===== src/logic/tws_pkg.sv =====
// constants, register map and carrier types of the two-wire slave receiver
// assumes a 200 MHz core clock and a 32-bit AHB-Lite register bus
`default_nettype none
package tws_pkg;

	// ==================================================================
	// register map, byte addresses
	localparam logic [3:0] TWS_OFS_OWN_ADDR = 4'h0;
	localparam logic [3:0] TWS_OFS_CONTROL  = 4'h4;
	localparam logic [3:0] TWS_OFS_STATUS   = 4'h8;
	localparam logic [3:0] TWS_OFS_DATA     = 4'hC;

	// ==================================================================
	// reset values
	localparam logic [7:0] TWS_RST_OWN_ADDR = 8'h00;
	localparam logic [7:0] TWS_RST_CONTROL  = 8'h00;
	localparam logic [7:0] TWS_RST_DATA     = 8'hFF;
	localparam logic [1:0] TWS_RST_PRESC    = 2'h0;

	// ==================================================================
	// field positions
	localparam int TWS_CTRL_FLAG_POS  = 7;
	localparam int TWS_OSA_GCE_POS    = 0;
	localparam int TWS_STAT_CODE_LSB  = 3;

	// ==================================================================
	// bus values and status codes
	localparam logic [7:0] TWS_GC_ADDR     = 8'h00;
	localparam logic [3:0] TWS_BYTE_BITS   = 4'h8;
	localparam logic [7:0] TWS_ST_NONE     = 8'hF8;
	localparam logic [7:0] TWS_ST_OWN_ACK  = 8'h60;
	localparam logic [7:0] TWS_ST_ARB_OWN  = 8'h68;
	localparam logic [7:0] TWS_ST_GC_ACK   = 8'h70;
	localparam logic [7:0] TWS_ST_ARB_GC   = 8'h78;
	localparam logic [7:0] TWS_ST_OWN_DACK = 8'h80;
	localparam logic [7:0] TWS_ST_OWN_DNAK = 8'h88;
	localparam logic [7:0] TWS_ST_GC_DACK  = 8'h90;
	localparam logic [7:0] TWS_ST_GC_DNAK  = 8'h98;
	localparam logic [7:0] TWS_ST_STOP     = 8'hA0;

	// ==================================================================
	// types
	typedef enum logic [2:0] {
		TWS_IDLE     = 3'b000,
		TWS_ADDR     = 3'b001,
		TWS_ADDR_ACK = 3'b010,
		TWS_DATA     = 3'b011,
		TWS_DATA_ACK = 3'b100,
		TWS_HOLD     = 3'b101,
		TWS_XMIT     = 3'b110
	} tws_state_e;

	// layout matches the serial_control register bit for bit
	typedef struct packed {
		logic interrupt_flag;
		logic acknowledge_enable;
		logic start_request;
		logic stop_request;
		logic write_collision_flag;
		logic interface_enable;
		logic reserved;
		logic interrupt_enable;
	} tws_ctrl_s;

	typedef struct packed {
		logic       rd;
		logic       wr;
		logic [3:0] ofs;
	} tws_aphase_s;

endpackage
`default_nettype wire


===== src/logic/tws_slave_rx.sv =====
// two-wire slave receiver with AHB-Lite register access
// assumes scl/sda pins arrive asynchronously; the bus pads resolve open drain
`timescale 1ns/100ps
`default_nettype none
module tws_slave_rx
	import tws_pkg::*;
(
	input  wire logic        core_clk_i,
	input  wire logic        srst_i,
	input  wire logic        ce_i,
	input  wire logic        hsel_i,
	input  wire logic [31:0] haddr_i,
	input  wire logic [1:0]  htrans_i,
	input  wire logic        hwrite_i,
	input  wire logic [2:0]  hsize_i,
	input  wire logic [31:0] hwdata_i,
	input  wire logic        hready_i,
	output logic      [31:0] hrdata_o,
	output logic             hreadyout_o,
	output logic             hresp_o,
	input  wire logic        scl_i,
	output logic             scl_o,
	output logic             scl_oe_o,
	input  wire logic        sda_i,
	output logic             sda_o,
	output logic             sda_oe_o,
	input  wire logic        deep_sleep_i,
	input  wire logic        arb_lost_i,
	output logic             wake_o
);

	// ==================================================================
	// register bus slave
	tws_aphase_s aph_r;
	tws_ctrl_s   ctrl_r;
	logic [7:0]  own_addr_r;
	logic [7:0]  data_r;
	logic [7:0]  status_r;
	logic [1:0]  presc_r;

	wire         bus_take = hsel_i & htrans_i[1] & hready_i;
	tws_aphase_s aph_nxt;
	logic [27:0] aph_hi_r;
	assign aph_nxt = {bus_take & ~hwrite_i, bus_take & hwrite_i, haddr_i[3:0]};

	// upper address bits travel with the phase so unmapped writes are dropped
	wire upper_zero = (aph_hi_r == 28'h0000000);
	wire wr_osa  = aph_r.wr & upper_zero & (aph_r.ofs == TWS_OFS_OWN_ADDR);
	wire wr_ctrl = aph_r.wr & upper_zero & (aph_r.ofs == TWS_OFS_CONTROL);
	wire wr_stat = aph_r.wr & upper_zero & (aph_r.ofs == TWS_OFS_STATUS);
	wire wr_data = aph_r.wr & upper_zero & (aph_r.ofs == TWS_OFS_DATA);

	// reads take one wait state so a write just before is always seen
	wire [7:0] rd_mux =
		(aph_r.ofs == TWS_OFS_OWN_ADDR) ? own_addr_r :
		(aph_r.ofs == TWS_OFS_CONTROL)  ? ctrl_r :
		(aph_r.ofs == TWS_OFS_STATUS)   ? {status_r[7:2], presc_r} :
		(aph_r.ofs == TWS_OFS_DATA)     ? data_r : 8'h00;

	always_ff @(posedge core_clk_i) begin
		if (srst_i) begin
			aph_r       <= '0;
			aph_hi_r    <= 28'h0000000;
			hreadyout_o <= 1'b1;
			hrdata_o    <= 32'h00000000;
			hresp_o     <= 1'b0;
		end else if (ce_i) begin
			aph_r       <= hreadyout_o ? aph_nxt : '0;
			aph_hi_r    <= haddr_i[31:4];
			hreadyout_o <= ~(hreadyout_o & aph_nxt.rd);
			if (aph_r.rd) begin
				hrdata_o <= {24'h000000, upper_zero ? rd_mux : 8'h00};
			end
		end
	end

	// ==================================================================
	// pin synchronisers and bus conditions
	logic scl_s1_r, scl_s2_r, scl_q_r;
	logic sda_s1_r, sda_s2_r, sda_q_r;

	always_ff @(posedge core_clk_i) begin
		if (srst_i) begin
			{scl_s1_r, scl_s2_r, scl_q_r} <= 3'b111;
			{sda_s1_r, sda_s2_r, sda_q_r} <= 3'b111;
		end else if (ce_i) begin
			scl_s1_r <= scl_i;
			scl_s2_r <= scl_s1_r;
			scl_q_r  <= scl_s2_r;
			sda_s1_r <= sda_i;
			sda_s2_r <= sda_s1_r;
			sda_q_r  <= sda_s2_r;
		end
	end

	wire scl_rise = scl_s2_r & ~scl_q_r;
	wire scl_fall = ~scl_s2_r & scl_q_r;
	wire bus_start = scl_s2_r & scl_q_r & sda_q_r & ~sda_s2_r;
	wire bus_stop  = scl_s2_r & scl_q_r & ~sda_q_r & sda_s2_r;

	// ==================================================================
	// receive engine
	tws_state_e  st_r, st_nxt;
	logic [7:0]  shift_r;
	logic [3:0]  cnt_r;
	logic        gc_mode_r;
	logic        ack_next_r;
	logic        to_idle_r;
	logic        flag_set;
	logic [7:0]  code_nxt;

	wire own_hit = (shift_r[7:1] == own_addr_r[7:1]);
	wire gc_hit  = (shift_r == TWS_GC_ADDR) & own_addr_r[TWS_OSA_GCE_POS];
	// ack enable gates the address response here and the data ack below; monitoring continues regardless
	wire may_ack = ctrl_r.interface_enable & ctrl_r.acknowledge_enable;
	wire addr_hit = may_ack & (own_hit | gc_hit);
	wire byte_done = (cnt_r == TWS_BYTE_BITS);
	wire addressed = (st_r == TWS_DATA) | (st_r == TWS_DATA_ACK) |
		((st_r == TWS_HOLD) & ~to_idle_r);
	wire stop_seen = (bus_stop | bus_start) & addressed;
	wire flag_clr  = wr_ctrl & hwdata_i[TWS_CTRL_FLAG_POS];

	wire [7:0] addr_code = gc_mode_r ?
		(arb_lost_i ? TWS_ST_ARB_GC : TWS_ST_GC_ACK) :
		(arb_lost_i ? TWS_ST_ARB_OWN : TWS_ST_OWN_ACK);
	wire [7:0] data_code = gc_mode_r ?
		(ack_next_r ? TWS_ST_GC_DACK : TWS_ST_GC_DNAK) :
		(ack_next_r ? TWS_ST_OWN_DACK : TWS_ST_OWN_DNAK);

	always_comb begin
		st_nxt   = st_r;
		flag_set = 1'b0;
		code_nxt = status_r;
		unique case (st_r)
			TWS_IDLE: begin
				if (bus_start) begin
					st_nxt = TWS_ADDR;
				end
			end
			TWS_ADDR: begin
				if (bus_start) begin
					st_nxt = TWS_ADDR;
				end else if (bus_stop) begin
					st_nxt = TWS_IDLE;
				end else if (scl_fall & byte_done) begin
					st_nxt = addr_hit ? TWS_ADDR_ACK : TWS_IDLE;
				end
			end
			TWS_ADDR_ACK: begin
				if (scl_fall) begin
					if (shift_r[0]) begin
						st_nxt = TWS_XMIT;
					end else begin
						st_nxt   = TWS_HOLD;
						flag_set = 1'b1;
						code_nxt = addr_code;
					end
				end
			end
			TWS_DATA: begin
				if (stop_seen) begin
					st_nxt   = bus_start ? TWS_ADDR : TWS_HOLD;
					flag_set = 1'b1;
					code_nxt = TWS_ST_STOP;
				end else if (scl_fall & byte_done) begin
					st_nxt = TWS_DATA_ACK;
				end
			end
			TWS_DATA_ACK: begin
				if (scl_fall) begin
					st_nxt   = TWS_HOLD;
					flag_set = 1'b1;
					code_nxt = data_code;
				end
			end
			TWS_HOLD: begin
				if (stop_seen) begin
					st_nxt   = bus_start ? TWS_ADDR : TWS_HOLD;
					flag_set = 1'b1;
					code_nxt = TWS_ST_STOP;
				end else if (~ctrl_r.interrupt_flag) begin
					st_nxt = to_idle_r ? TWS_IDLE : TWS_DATA;
				end
			end
			TWS_XMIT: begin
				// transmit side lives elsewhere; only track the bus here
				if (bus_stop) begin
					st_nxt = TWS_IDLE;
				end else if (bus_start) begin
					st_nxt = TWS_ADDR;
				end
			end
			default: begin
				st_nxt = TWS_IDLE;
			end
		endcase
		if (~ctrl_r.interface_enable) begin
			st_nxt   = TWS_IDLE;
			flag_set = 1'b0;
		end
	end

	always_ff @(posedge core_clk_i) begin
		if (srst_i) begin
			st_r       <= TWS_IDLE;
			shift_r    <= 8'h00;
			cnt_r      <= 4'h0;
			gc_mode_r  <= 1'b0;
			ack_next_r <= 1'b0;
			to_idle_r  <= 1'b0;
			status_r   <= TWS_ST_NONE;
		end else if (ce_i) begin
			st_r <= st_nxt;
			if (flag_set) begin
				status_r <= code_nxt;
			end else if ((st_r == TWS_HOLD) & (st_nxt != TWS_HOLD)) begin
				status_r <= TWS_ST_NONE;
			end
			if (bus_start | (st_nxt == TWS_DATA & st_r != TWS_DATA)) begin
				cnt_r <= 4'h0;
			end else if (scl_rise & ~byte_done) begin
				shift_r <= {shift_r[6:0], sda_s2_r};
				cnt_r   <= cnt_r + 4'h1;
			end
			if (st_r == TWS_ADDR & st_nxt == TWS_ADDR_ACK) begin
				gc_mode_r <= ~own_hit;
			end
			// ack decision sampled at end of byte, so a late clear of ack enable still acks it
			if (st_r == TWS_DATA & st_nxt == TWS_DATA_ACK) begin
				ack_next_r <= ctrl_r.acknowledge_enable;
			end
			if (flag_set) begin
				to_idle_r <= (st_r == TWS_DATA_ACK) ? ~ack_next_r : (code_nxt == TWS_ST_STOP);
			end
		end
	end

	// ==================================================================
	// pin drivers, open drain: level always low, enable pulls
	wire sda_pull_nxt = (st_nxt == TWS_ADDR_ACK) |
		((st_nxt == TWS_DATA_ACK) & ((st_r == TWS_DATA_ACK) ? ack_next_r :
		ctrl_r.acknowledge_enable));
	wire scl_pull_nxt = (st_nxt == TWS_HOLD) & (flag_set | ctrl_r.interrupt_flag) &
		~(stop_seen | (to_idle_r & ~flag_set & (code_nxt == TWS_ST_STOP)));

	always_ff @(posedge core_clk_i) begin
		if (srst_i) begin
			sda_o    <= 1'b0;
			scl_o    <= 1'b0;
			sda_oe_o <= 1'b0;
			scl_oe_o <= 1'b0;
		end else if (ce_i) begin
			sda_oe_o <= sda_pull_nxt;
			scl_oe_o <= scl_pull_nxt & (status_r != TWS_ST_STOP | flag_set) &
				(code_nxt != TWS_ST_STOP);
		end
	end

	// ==================================================================
	// software registers
	tws_ctrl_s ctrl_nxt;
	always_comb begin
		ctrl_nxt = ctrl_r;
		if (wr_ctrl) begin
			ctrl_nxt                    = tws_ctrl_s'(hwdata_i[7:0]);
			ctrl_nxt.interrupt_flag     = ctrl_r.interrupt_flag & ~flag_clr;
			ctrl_nxt.write_collision_flag = ctrl_r.write_collision_flag;
			ctrl_nxt.reserved           = 1'b0;
		end
		if (wr_data) begin
			ctrl_nxt.write_collision_flag = ~ctrl_r.interrupt_flag;
		end
		if (flag_set) begin
			ctrl_nxt.interrupt_flag = 1'b1;                              // set beats clear
		end
	end

	always_ff @(posedge core_clk_i) begin
		if (srst_i) begin
			ctrl_r     <= tws_ctrl_s'(TWS_RST_CONTROL);
			own_addr_r <= TWS_RST_OWN_ADDR;
			presc_r    <= TWS_RST_PRESC;
			data_r     <= TWS_RST_DATA;
			wake_o     <= 1'b0;
		end else if (ce_i) begin
			ctrl_r <= ctrl_nxt;
			if (wr_osa) begin
				own_addr_r <= hwdata_i[7:0];
			end
			if (wr_stat) begin
				presc_r <= hwdata_i[1:0];
			end
			// received data bytes and software writes made while the flag is set land here, never the address byte
			if (st_r == TWS_DATA & st_nxt == TWS_DATA_ACK) begin
				data_r <= shift_r;
			end else if (wr_data & ctrl_r.interrupt_flag) begin
				data_r <= hwdata_i[7:0];
			end
			if (flag_set & deep_sleep_i & (st_r == TWS_ADDR_ACK)) begin
				wake_o <= 1'b1;
			end else if (~ctrl_nxt.interrupt_flag) begin
				wake_o <= 1'b0;
			end
		end
	end

	// ==================================================================
	// checks
	own_match_a: assert property (@(posedge core_clk_i) disable iff (srst_i)
		(ce_i && st_r == TWS_ADDR && scl_fall && byte_done && !bus_start && !bus_stop
		&& !(own_hit || gc_hit)) |=> st_r == TWS_IDLE)
		else $error("unmatched address was accepted");

	gc_enable_a: assert property (@(posedge core_clk_i) disable iff (srst_i)
		(st_r == TWS_ADDR_ACK && gc_mode_r) |-> own_addr_r[0])
		else $error("general call taken while disabled");

	ack_gate_a: assert property (@(posedge core_clk_i) disable iff (srst_i)
		(ce_i && st_r == TWS_ADDR && st_nxt == TWS_ADDR_ACK) |-> may_ack ##1 sda_oe_o)
		else $error("address ack without ack enable");

	addr_flag_a: assert property (@(posedge core_clk_i) disable iff (srst_i)
		(ce_i && st_r == TWS_ADDR_ACK && scl_fall && !shift_r[0] && ctrl_r.interface_enable)
		|=> ctrl_r.interrupt_flag && (status_r[7:4] == 4'h6 || status_r[7:4] == 4'h7))
		else $error("address received without flag and status");

	data_nack_a: assert property (@(posedge core_clk_i) disable iff (srst_i)
		(ce_i && st_r == TWS_DATA && st_nxt == TWS_DATA_ACK &&
		!ctrl_r.acknowledge_enable) |=> !sda_oe_o && !ack_next_r)
		else $error("nack byte was acknowledged");

	hold_scl_a: assert property (@(posedge core_clk_i) disable iff (srst_i)
		(st_r == TWS_HOLD && ctrl_r.interrupt_flag && status_r != TWS_ST_STOP)[*2]
		|-> scl_oe_o)
		else $error("clock not stretched while flag set");

	hold_release_a: assert property (@(posedge core_clk_i) disable iff (srst_i)
		(ce_i && st_r == TWS_HOLD && !ctrl_r.interrupt_flag && !stop_seen) |=> ##1 !scl_oe_o)
		else $error("clock held after flag clear");

	wake_hold_a: assert property (@(posedge core_clk_i) disable iff (srst_i)
		(wake_o && ctrl_r.interrupt_flag && !flag_clr) |=> wake_o)
		else $error("wake dropped before flag clear");

	ctrl_reset_a: assert property (@(posedge core_clk_i)
		srst_i |=> (ctrl_r == tws_ctrl_s'(TWS_RST_CONTROL)) && !scl_oe_o && !sda_oe_o)
		else $error("control not cleared by reset");

endmodule
`default_nettype wire


===== config.mk =====
export PLATFORM = sky130hd
export DESIGN_NAME = tws_slave_rx
export DESIGN_NICKNAME = d
export VERILOG_FILES = /design/src/logic/tws_pkg.sv /design/src/logic/tws_slave_rx.sv
export SDC_FILE = /design/constraint.sdc
export NUM_CORES = 1
export LEC_CHECK = 0
export BUFFER_PORTS_ARGS = -buffer_cell sky130_fd_sc_hd__buf_2
export CORE_UTILIZATION = 27
export CTS_CLUSTER_DIAMETER = 60
export CTS_CLUSTER_SIZE = 12
export DETAILED_ROUTE_END_ITERATION = 10
export REMOVE_ABC_BUFFERS = 1
export SYNTH_ARGS = -nofsm -noshare
export SYNTH_HDL_FRONTEND = slang
export SYNTH_SLANG_ARGS = --single-unit

===== constraint.sdc =====
create_clock -name core_clk_i -period 3.7 [get_ports core_clk_i]
set_input_delay 0.185 -clock core_clk_i [delete_from_list [all_inputs] [get_ports core_clk_i]]
set_output_delay 0.185 -clock core_clk_i [all_outputs]
set_load 0.05 [all_outputs]

==> run_results.csv, run 1 <==
group,metric,value,unit
global_routing,overflow,0,
worst_setup_path,arrival,2.92,ns
clocking,cts.sinks,103,
yosys,synth-async-reset-ratio,0,
sta,period_share,0.7266,
sta,hold_slack,0.05476,ns
floorplanning,coreArea,0.01815,mm2
worst_setup_path,crit_required,3.93,ns
drt,drt-total-wl,12160,um
worst_setup_path,critPathCaptureType,"register",
global_routing,grt_start_max_net_pins,57,
drt,viasPerCell,4.815,
floorplanning,initial_utilization,0.2785,
sta,fin_worst_skew,0.007501,ns
run_status,status,"finished with violations",
floorplanning,die_h,138.8,um
yosys,synth_flop_cell,"dfxtp_1",
sta,final_hold_viol_count,0,
drt,vias,3992,
cells_and_area,most-common-layout-cells,"103 x dfxtp_1, 75 x nor2_1, 62 x buf_2, 60 x mux2i_1, 48 x nand2_1",
floorplanning,io_pins,118,
clocking,cts_buffer_depth,2,
clocking,clk_pin_slew,0.07,ns
pwr,p_per_area,391.8,mW/mm2
yosys,yosysWarnings,0,
sta,max-slew-margin-rel,0.4813,
clocking,cts_tree,"yes",
worst_setup_path,critPathMaxFanout,16,
clocking,insertion_delay,0.34,ns
worst_setup_path,path_cells,"nor2b_1 > a22oi_1 > o21ai_2 > a31oi_4 > o311ai_2 > a31oi_4 > o21a_1",
cells_and_area,final_common_cell,"dfxtp_1",
global_routing,antenna_found_initial,0,
drt,drt-initial-drc-count,314,
clocking,postCtsSetupRepairBufs,0,
sta,period_needed,2.688,ns
sta,rsz0062_at_grt,"no",
clocking,post_cts_resized,0,
cells_and_area,area_growth,13.12,%
job,cap_viol_max_count,0,
placed_design,port_buffers,62,
pwr,p_leak,2.414,nW
placed_design,dp_cells,814,
clocking,cts_hold_buf,0,
worst_setup_path,crit_top_cell,"a31oi_4",
worst_hold_path,hp-start,"sda_i",
cells_and_area,layout.nets,677,
floorplanning,die-area,0.01927,mm2
cells_and_area,final_cells,829,
cells_and_area,n_antenna_cell,0,
worst_setup_path,cp_slowest_cell,"dfxtp_1",
sta,drv_slew,0,
floorplanning,fp.dieW,138.8,um
worst_hold_path,min_path_type,"in -> reg",
run_status,violations,"design-rule violations",
worst_setup_path,crit_path_start_kind,"register",
yosys,synth_area,0.005054,mm2
global_routing,grt_pass1_wl,20040,um
cells_and_area,drive_above_1_share,0.1733,
drt,drc,7,
drt,ant_nets,0,
pwr,ir_drop,0.2498,mV
placed_design,gp_congestion,0.8889,
global_routing,grt_usage,0.1284,
yosys,ys_seq_area_frac,0.4080,
worst_setup_path,critical_path_class,"reg -> reg",
placed_design,dp_hpwl,8921,um
global_routing,first_global_vias,3735,
yosys,synth_edf_count,0,
yosys,syn_inst,548,
clocking,cts_root_buffer,"clkbuf_16",
yosys,syn_avg_cell_area,9.222,um2
sta,fmax,372.0,MHz
cells_and_area,fillers,1905,
worst_setup_path,cp_top_family,"compound AO/OA/AOI/OAI gates",
yosys,ys_types,67,
worst_setup_path,path_buf_inv,0,
clocking,htreeDepth,3,
worst_setup_path,crit_start,"st_r[2]",
sta,tightest_slew,0.7699,ns
worst_setup_path,r2r_slack,1.01,ns
drt,wl_per_cell,14.67,um
floorplanning,num_rows,49,
sta,setup_violations,0,
worst_setup_path,cp_slowest_stage_delay,0.62,ns
yosys,ys_ff_latch,103,
drt,first_pass_iters,11,
worst_setup_path,r2r-start,"st_r[2]",
sta,setup-tns-final,0,ns
clocking,numCtsBuffers,9,
[area by class of cell]
class                      instances  area, um2  area share
multi-input combinational        404       2710      0.4741
sequential                       103       2062      0.3607
clock inverter                     3      18.77    0.003283
timing repair buffer              68      355.3     0.06216
inverter                          10      37.54    0.006566
tap                              229      286.5     0.05012
clock buffer                      12      246.5     0.04312
[stage by stage]
step	util	instance area [um2]	worst slack, ns	total power [mW]
global placement	0.3004	5451	1.057	1.390
floorplan	-	4810	1.174	1.306
finish	0.3150	5717	1.012	2.240
detailed placement	0.3004	5451	1.091	1.389
CTS	0.3150	5717	1.052	2.269
global route	0.3150	5717	0.7922	2.332
[tightest hold or removal path, delay by kind of cell]
| family | cells | cell delay (ns) |
|---|---|---|
| buffers and inverters | 1 | 0.08 |
| multiplexers | 1 | 0.05 |
| AND/OR/NAND/NOR | 1 | 0.05 |
[synthesized netlist by cell type, types with 4 or more instances]
cell type | count | area (um2)
dfxtp_1 | 103 | 2062
nor2_1 | 75 | 281.5
mux2i_1 | 60 | 600.6
nand2_1 | 48 | 180.2
buf_4 | 28 | 210.2
a21oi_1 | 27 | 135.1
clkbuf_1 | 15 | 56.30
o21a_1 | 14 | 105.1
o21ai_0 | 14 | 70.07
nand2b_1 | 11 | 68.82
nor4_1 | 11 | 68.82
inv_1 | 10 | 37.54
nand3_1 | 10 | 50.05
o22a_1 | 8 | 70.07
mux4_2 | 7 | 157.7
nand4_1 | 7 | 43.79
nor2b_1 | 7 | 43.79
nor3_1 | 7 | 35.03
xor2_1 | 7 | 61.31
buf_1 | 6 | 22.52
buf_2 | 6 | 30.03
a41o_1 | 4 | 40.04
o32a_1 | 4 | 40.04
[cells by family (layout without fill, tap and decap cells)]
family / count (synthesis) / after routing / synth area share
simple gates: 198 / 198 / 0.1926
flops: 103 / 103 / 0.4080
compound gates: 100 / 100 / 0.1493
mux: 68 / 68 / 0.1523
buf+inv: 67 / 93 / 0.07502
xor+xnor: 9 / 9 / 0.01708
fa+ha+maj: 2 / 2 / 0.004951
other cells: 1 / 27 / 0.0007420
[layer usage]
metal  global-route usage  part of all wire  vias up
met2               0.2004              0.46      113
li1                     -                 -     1992
met1               0.1812              0.49     1879
met5                    0                 0        -
met3              0.02555             0.042        8
met4              0.02982            0.0059        0
[sequential cells by signal, summed over array words and instances, names as in the netlist, 2 cells and up]
signal and flops:
aph_hi_r 28, data_r 8, hrdata_o 8, own_addr_r 8, shift_r 8, status_r 8
ctrl_r 7, aph_r 6, cnt_r 4, st_r 3, presc_r 2
[where the power goes]
| part | switching, mW | internal (mW) | leakage [nW] |
|---|---|---|---|
| Sequential | 0.0223 | 1.13 | 0.838 |
| Combinational | 0.142 | 0.0662 | 1.44 |
| Clock | 0.405 | 0.472 | 0.133 |
[worst paths after layout]
path                                     to  cells after the start
worst max register to register  status_r[6]                      7
worst min-delay path               sda_s1_r                      3
worst max-delay path            status_r[6]                      7
worst min register to register  hrdata_o[2]                      2
Power figures use the tool's default switching activity.
==> inputs of run 2 (changes only) <==
==> constraint.sdc (replaced) <==
create_clock -name core_clk_i -period 2.8 [get_ports core_clk_i]
set_input_delay 0.14 -clock core_clk_i [delete_from_list [all_inputs] [get_ports core_clk_i]]
set_output_delay 0.14 -clock core_clk_i [all_outputs]
set_load 0.05 [all_outputs]
==> run 2 against run 1 <==
Net effect:
- the flow still finishes with violations (design-rule violations)
- register-to-register slack worse by 0.65 ns
- cell count is 1.4% higher
- clock skew is 0.0013 ns higher
- global-route usage rose by 0.50 points
- first-iteration DRC count increased by 0.64%
- die area stayed put
- flip-flop and latch count unchanged
- critical endpoint is now own_addr_r[6]
- sequential share of layout area shrank 0.75 points
- critical path type unchanged
- wire length up 4.5%
- non-clock buffer count is 11 higher
- power increased by 36%
- largest power group unchanged
==> run_results.csv, run 2 (synthesis gave the netlist of run 1 again) <==
group,metric,value,unit
run_status,status,"finished with violations",
run_status,violations,"design-rule violations",
cells_and_area,utilization,0.3219,
drt,vias,4075,
floorplanning,coreArea,0.01815,mm2
floorplanning,num_rows,49,
global_routing,grt_start_max_net_pins,50,
placed_design,gp_congestion,0.8335,
cells_and_area,final_common_cell,"dfxtp_1",
global_routing,grt_pass1_wl,20450,um
clocking,post_cts_resized,0,
sta,max-slew-margin-rel,0.4630,
drt,viasPerCell,4.845,
drt,drt-total-wl,12710,um
pwr,p_per_area,522.2,mW/mm2
clocking,insertion_delay,0.35,ns
clocking,cts_root_buffer,"clkbuf_16",
drt,drc,12,
worst_setup_path,critPathCaptureType,"register",
worst_setup_path,critical_path_class,"reg -> reg",
cells_and_area,most-common-layout-cells,"102 x dfxtp_1, 75 x nor2_1, 62 x buf_2, 60 x mux2i_1, 48 x nand2_1",
cells_and_area,drive_above_1_share,0.1944,
cells_and_area,n_antenna_cell,0,
pwr,ir_drop,0.2822,mV
clocking,cts_tree,"yes",
worst_hold_path,min_path_type,"in -> reg",
sta,drv_slew,0,
worst_setup_path,r2r-end,"own_addr_r[6]",
sta,period_needed,2.440,ns
worst_setup_path,crit_end,"own_addr_r[6]",
floorplanning,die-area,0.01927,mm2
worst_setup_path,r2r-start,"aph_hi_r[20]",
pwr,p_leak,2.493,nW
sta,setup_violations,0,
global_routing,first_global_vias,3821,
sta,setup-tns-final,0,ns
floorplanning,fp.dieW,138.8,um
worst_setup_path,crit_start,"aph_hi_r[20]",
sta,period_share,0.8713,
clocking,postCtsSetupRepairBufs,0,
drt,wl_per_cell,15.12,um
clocking,clk_pin_slew,0.07,ns
cells_and_area,largest_register,"aph_hi_r",
worst_setup_path,r2r_slack,0.36,ns
drt,first_pass_iters,8,
clocking,cts_hold_buf,0,
clocking,cts_buffer_depth,2,
clocking,cts.sinks,103,
clocking,numCtsBuffers,9,
pwr,finalPower,3.051,mW
clocking,htreeDepth,3,
drt,drt-initial-drc-count,316,
sta,tightest_slew,0.8044,ns
sta,fin_worst_skew,0.008834,ns
global_routing,overflow,0,
sta,final_hold_viol_count,0,
global_routing,grt_usage,0.1335,
sta,fmax,409.9,MHz
floorplanning,initial_utilization,0.2785,
job,cap_viol_max_count,0,
worst_setup_path,crit_path_start_kind,"register",
floorplanning,die_h,138.8,um
global_routing,antenna_found_initial,0,
worst_setup_path,crit_required,3.04,ns
placed_design,dp_hpwl,9188,um
placed_design,port_buffers,62,
drt,ant_nets,0,
worst_setup_path,r2r_cells,8,
cells_and_area,layout.nets,688,
cells_and_area,area_growth,15.60,%
worst_setup_path,critPathMaxFanout,8,
floorplanning,io_pins,118,
cells_and_area,largest_reg_flops,28,
worst_setup_path,arrival,2.68,ns
sta,rsz0062_at_grt,"no",
run 2: final cells by class:
type	instances	area [um2]
inverter	10	37.54
multi-input combinational	404	2710
fill	1892	12310
clock inverter	4	27.53
sequential	103	2063
tap	229	286.5
clock buffer	12	266.5
timing repair buffer	79	450.4
run 2: worst min path at each step:
stage	startpoint	endpoint	slack [ns]	cells after the start
after floorplan	srst_i	aph_r[0]	0.21	1
after global placement	sda_i	sda_s1_r	0.37	3
after detailed placement	sda_i	sda_s1_r	0.37	3
after CTS	sda_i	sda_s1_r	0.007	3
after global routing	haddr_i[25]	aph_hi_r[21]	0.03	3
final	scl_i	scl_s1_r	0.02	3
run 2: worst max-delay path: stages (launching register included):
cell,delay [ns]
dfxtp_1,0.31
nor4_1,0.43
nand4_1,0.26
nor3_1,0.43
nand2_1,0.23
nor3_4,0.16
buf_4,0.23
mux2i_1,0.23
nor2_1,0.05
run 2: per-stage QoR:
stage                     setup slack [ns]  hold slack [ns]  instances  instance area, um2
after floorplan                     0.2737           0.2091        517                4810
after global placement              0.2708           0.3653        825                5547
after detailed placement            0.2582           0.3719        825                5547
after CTS                           0.2335         0.006990        841                5841
after global routing                0.1417          0.02825        841                5842
final                               0.3603          0.01538        841                5842
run 2: layer usage:
layer	wire, um	GRT usage	vias to the layer above	share of wire
met5	0	0	-	0
met4	163	0.03860	0	0.013
met3	589	0.02762	16	0.046
met2	5723	0.2039	109	0.45
met1	6236	0.1885	1937	0.49
li1	-	-	2013	-
run 2: where the power goes:
part           switching [mW]  total, mW  internal, mW  leakage [nW]
combinational           0.191      0.283        0.0919          1.51
clock                   0.562       1.24         0.679         0.149
sequential             0.0310       1.53          1.50         0.838
total                   0.784       3.05          2.27          2.49
==> inputs of run 3 (changes only) <==
--- a/config.mk
+++ b/config.mk
@@ -11,6 +11,7 @@
 export CTS_CLUSTER_SIZE = 12
 export DETAILED_ROUTE_END_ITERATION = 10
 export REMOVE_ABC_BUFFERS = 1
+export SETUP_SLACK_MARGIN = 0.4
 export SYNTH_ARGS = -nofsm -noshare
 export SYNTH_HDL_FRONTEND = slang
 export SYNTH_SLANG_ARGS = --single-unit
==> run 3 against run 2 <==
Net effect:
- first-iteration DRC count shrank 7.6%
- critical path type unchanged
- the run still ends with design-rule violations left
- flip-flop and latch count is the same
- register-to-register slack gained 0.15 ns
==> run_results.csv, run 3 (synthesis gave the netlist of run 1 again) <==
group,metric,value,unit
run_status,status,"finished with violations",
run_status,violations,"design-rule violations",
drt,ant_nets,0,
sta,period_share,0.8168,
clocking,cts_buffer_depth,2,
global_routing,grt_pass1_wl,20450,um
placed_design,gp_congestion,0.8335,
floorplanning,die-area,0.01927,mm2
sta,fmax,437.3,MHz
worst_setup_path,r2r_slack,0.51,ns
worst_hold_path,min_path_type,"in -> reg",
drt,vias,4115,
cells_and_area,most-common-layout-cells,"97 x dfxtp_1, 75 x nor2_1, 62 x buf_2, 60 x mux2i_1, 48 x nand2_1",
worst_setup_path,critPathCaptureType,"register",
worst_setup_path,cp_slowest_stage_delay,0.48,ns
clocking,cts_hold_buf,0,
pwr,p_per_area,515.0,mW/mm2
drt,viasPerCell,4.876,
sta,final_hold_viol_count,0,
cells_and_area,final_common_cell,"dfxtp_1",
cells_and_area,largest_register,"aph_hi_r",
drt,wl_per_cell,15.16,um
global_routing,antenna_found_initial,0,
floorplanning,num_rows,49,
pwr,clockPowerShare,0.405,
global_routing,first_global_vias,3821,
drt,drt-initial-drc-count,292,
pwr,p_leak,2.516,nW
sta,hold_slack,0.01637,ns
floorplanning,die_h,138.8,um
placed_design,dp_hpwl,9188,um
sta,drv_slew,0,
pwr,net-switching-power,778.5,uW
worst_setup_path,r2r-start,"scl_q_r",
pwr,intPower,2.267,mW
sta,fin_worst_skew,0.007514,ns
worst_setup_path,r2r-end,"status_r[7]",
sta,tightest_slew,0.7993,ns
sta,period_needed,2.287,ns
clocking,numCtsBuffers,9,
drt,first_pass_iters,8,
cells_and_area,layout.nets,691,
cells_and_area,n_antenna_cell,0,
drt,drt-total-wl,12790,um
cells_and_area,utilization,0.3259,
global_routing,overflow,0,
sta,max-slew-margin-rel,0.4664,
pwr,p_seq_frac,0.501,
global_routing,grt_start_max_net_pins,50,
worst_setup_path,crit_end,"status_r[7]",
clocking,cts_tree,"yes",
cells_and_area,area_growth,17.03,%
worst_setup_path,cp_slowest_cell,"dfxtp_1",
job,cap_viol_max_count,0,
clocking,cts.sinks,103,
floorplanning,fp.dieW,138.8,um
worst_setup_path,crit_path_start_kind,"register",
pwr,ir_drop,0.2829,mV
cells_and_area,drive_above_1_share,0.2163,
worst_setup_path,r2r_cells,7,
worst_setup_path,path_cells,"and2_1 > o2111ai_2 > o31a_1 > a21o_1 > o311ai_4 > a31oi_4 > o32a_1",
placed_design,port_buffers,62,
drt,drc,12,
sta,setup-tns-final,0,ns
worst_setup_path,critical_path_class,"reg -> reg",
pwr,p_sw_frac,0.2556,
clocking,insertion_delay,0.34,ns
worst_setup_path,crit_start,"scl_q_r",
global_routing,grt_usage,0.1335,
cells_and_area,largest_reg_flops,28,
worst_setup_path,arrival,2.52,ns
pwr,combPwrFrac,0.093,
worst_setup_path,critPathMaxFanout,8,
worst_setup_path,crit_required,3.04,ns
sta,setup_violations,0,
floorplanning,io_pins,118,
floorplanning,initial_utilization,0.2785,
clocking,clk_pin_slew,0.07,ns
clocking,cts_root_buffer,"clkbuf_16",
floorplanning,coreArea,0.01815,mm2
sta,rsz0062_at_grt,"yes",
clocking,htreeDepth,3,
-- run 3: timing repair --
action,4_1_cts,5_1_grt
resized for setup,2,14
hold endpoints to repair,0,0
endpoints found under the setup margin,29,30
cloned,0,0
setup buffers,0,3
pin swaps,1,10
-- run 3: worst max-delay path: cells and delay by family, from the launching register on --
family | cells | cell delay [ns]
AOI/OAI and AO/OA | 6 | 1.42
DFF | 1 | 0.48
and+or+nand+nor | 1 | 0.27
-- run 3: worst min path at each step --
stage / startpoint / slack, ns / endpoint / cells after the start
after global placement: sda_i / 0.37 / sda_s1_r / 3
after floorplan: srst_i / 0.21 / aph_r[0] / 1
final: scl_i / 0.02 / scl_s1_r / 3
after global routing: haddr_i[25] / 0.03 / aph_hi_r[21] / 3
after detailed placement: sda_i / 0.37 / sda_s1_r / 3
after CTS: sda_i / 0.007 / sda_s1_r / 3
-- run 3: final cells by class --
class                           instances  area, um2
Clock buffer                           12      266.5
Clock inverter                          4      27.53
Fill cell                            1881      12230
Inverter                               10      37.54
Multi-Input combinational cell        404       2748
Sequential cell                       103       2072
Tap cell                              229      286.5
Timing Repair Buffer                   82      476.7
-- run 3: power by group through the flow --
stage	combinational, mW	sequential (mW)	clock [mW]
floorplan	0.173	1.55	0
global placement	0.283	1.56	0
detailed placement	0.282	1.56	0
CTS	0.284	1.53	1.28
global route	0.307	1.53	1.33
finish	0.284	1.53	1.23
-- run 3: metal layers --
layer	part of all wire	GRT usage
met2	0.46	0.2039
met4	0.012	0.03860
met5	0	0
met3	0.051	0.02762
met1	0.48	0.1885
-- run 3: through the flow --
step                power [mW]  cells  area (um2)  worst slack [ns]
finish                   3.046    844        5914            0.5131
global route             3.172    844        5914            0.3942
CTS                      3.090    841        5847            0.3997
detailed placement       1.843    825        5547            0.2582
global placement         1.842    825        5547            0.2708
floorplan                1.725    517        4810            0.2737
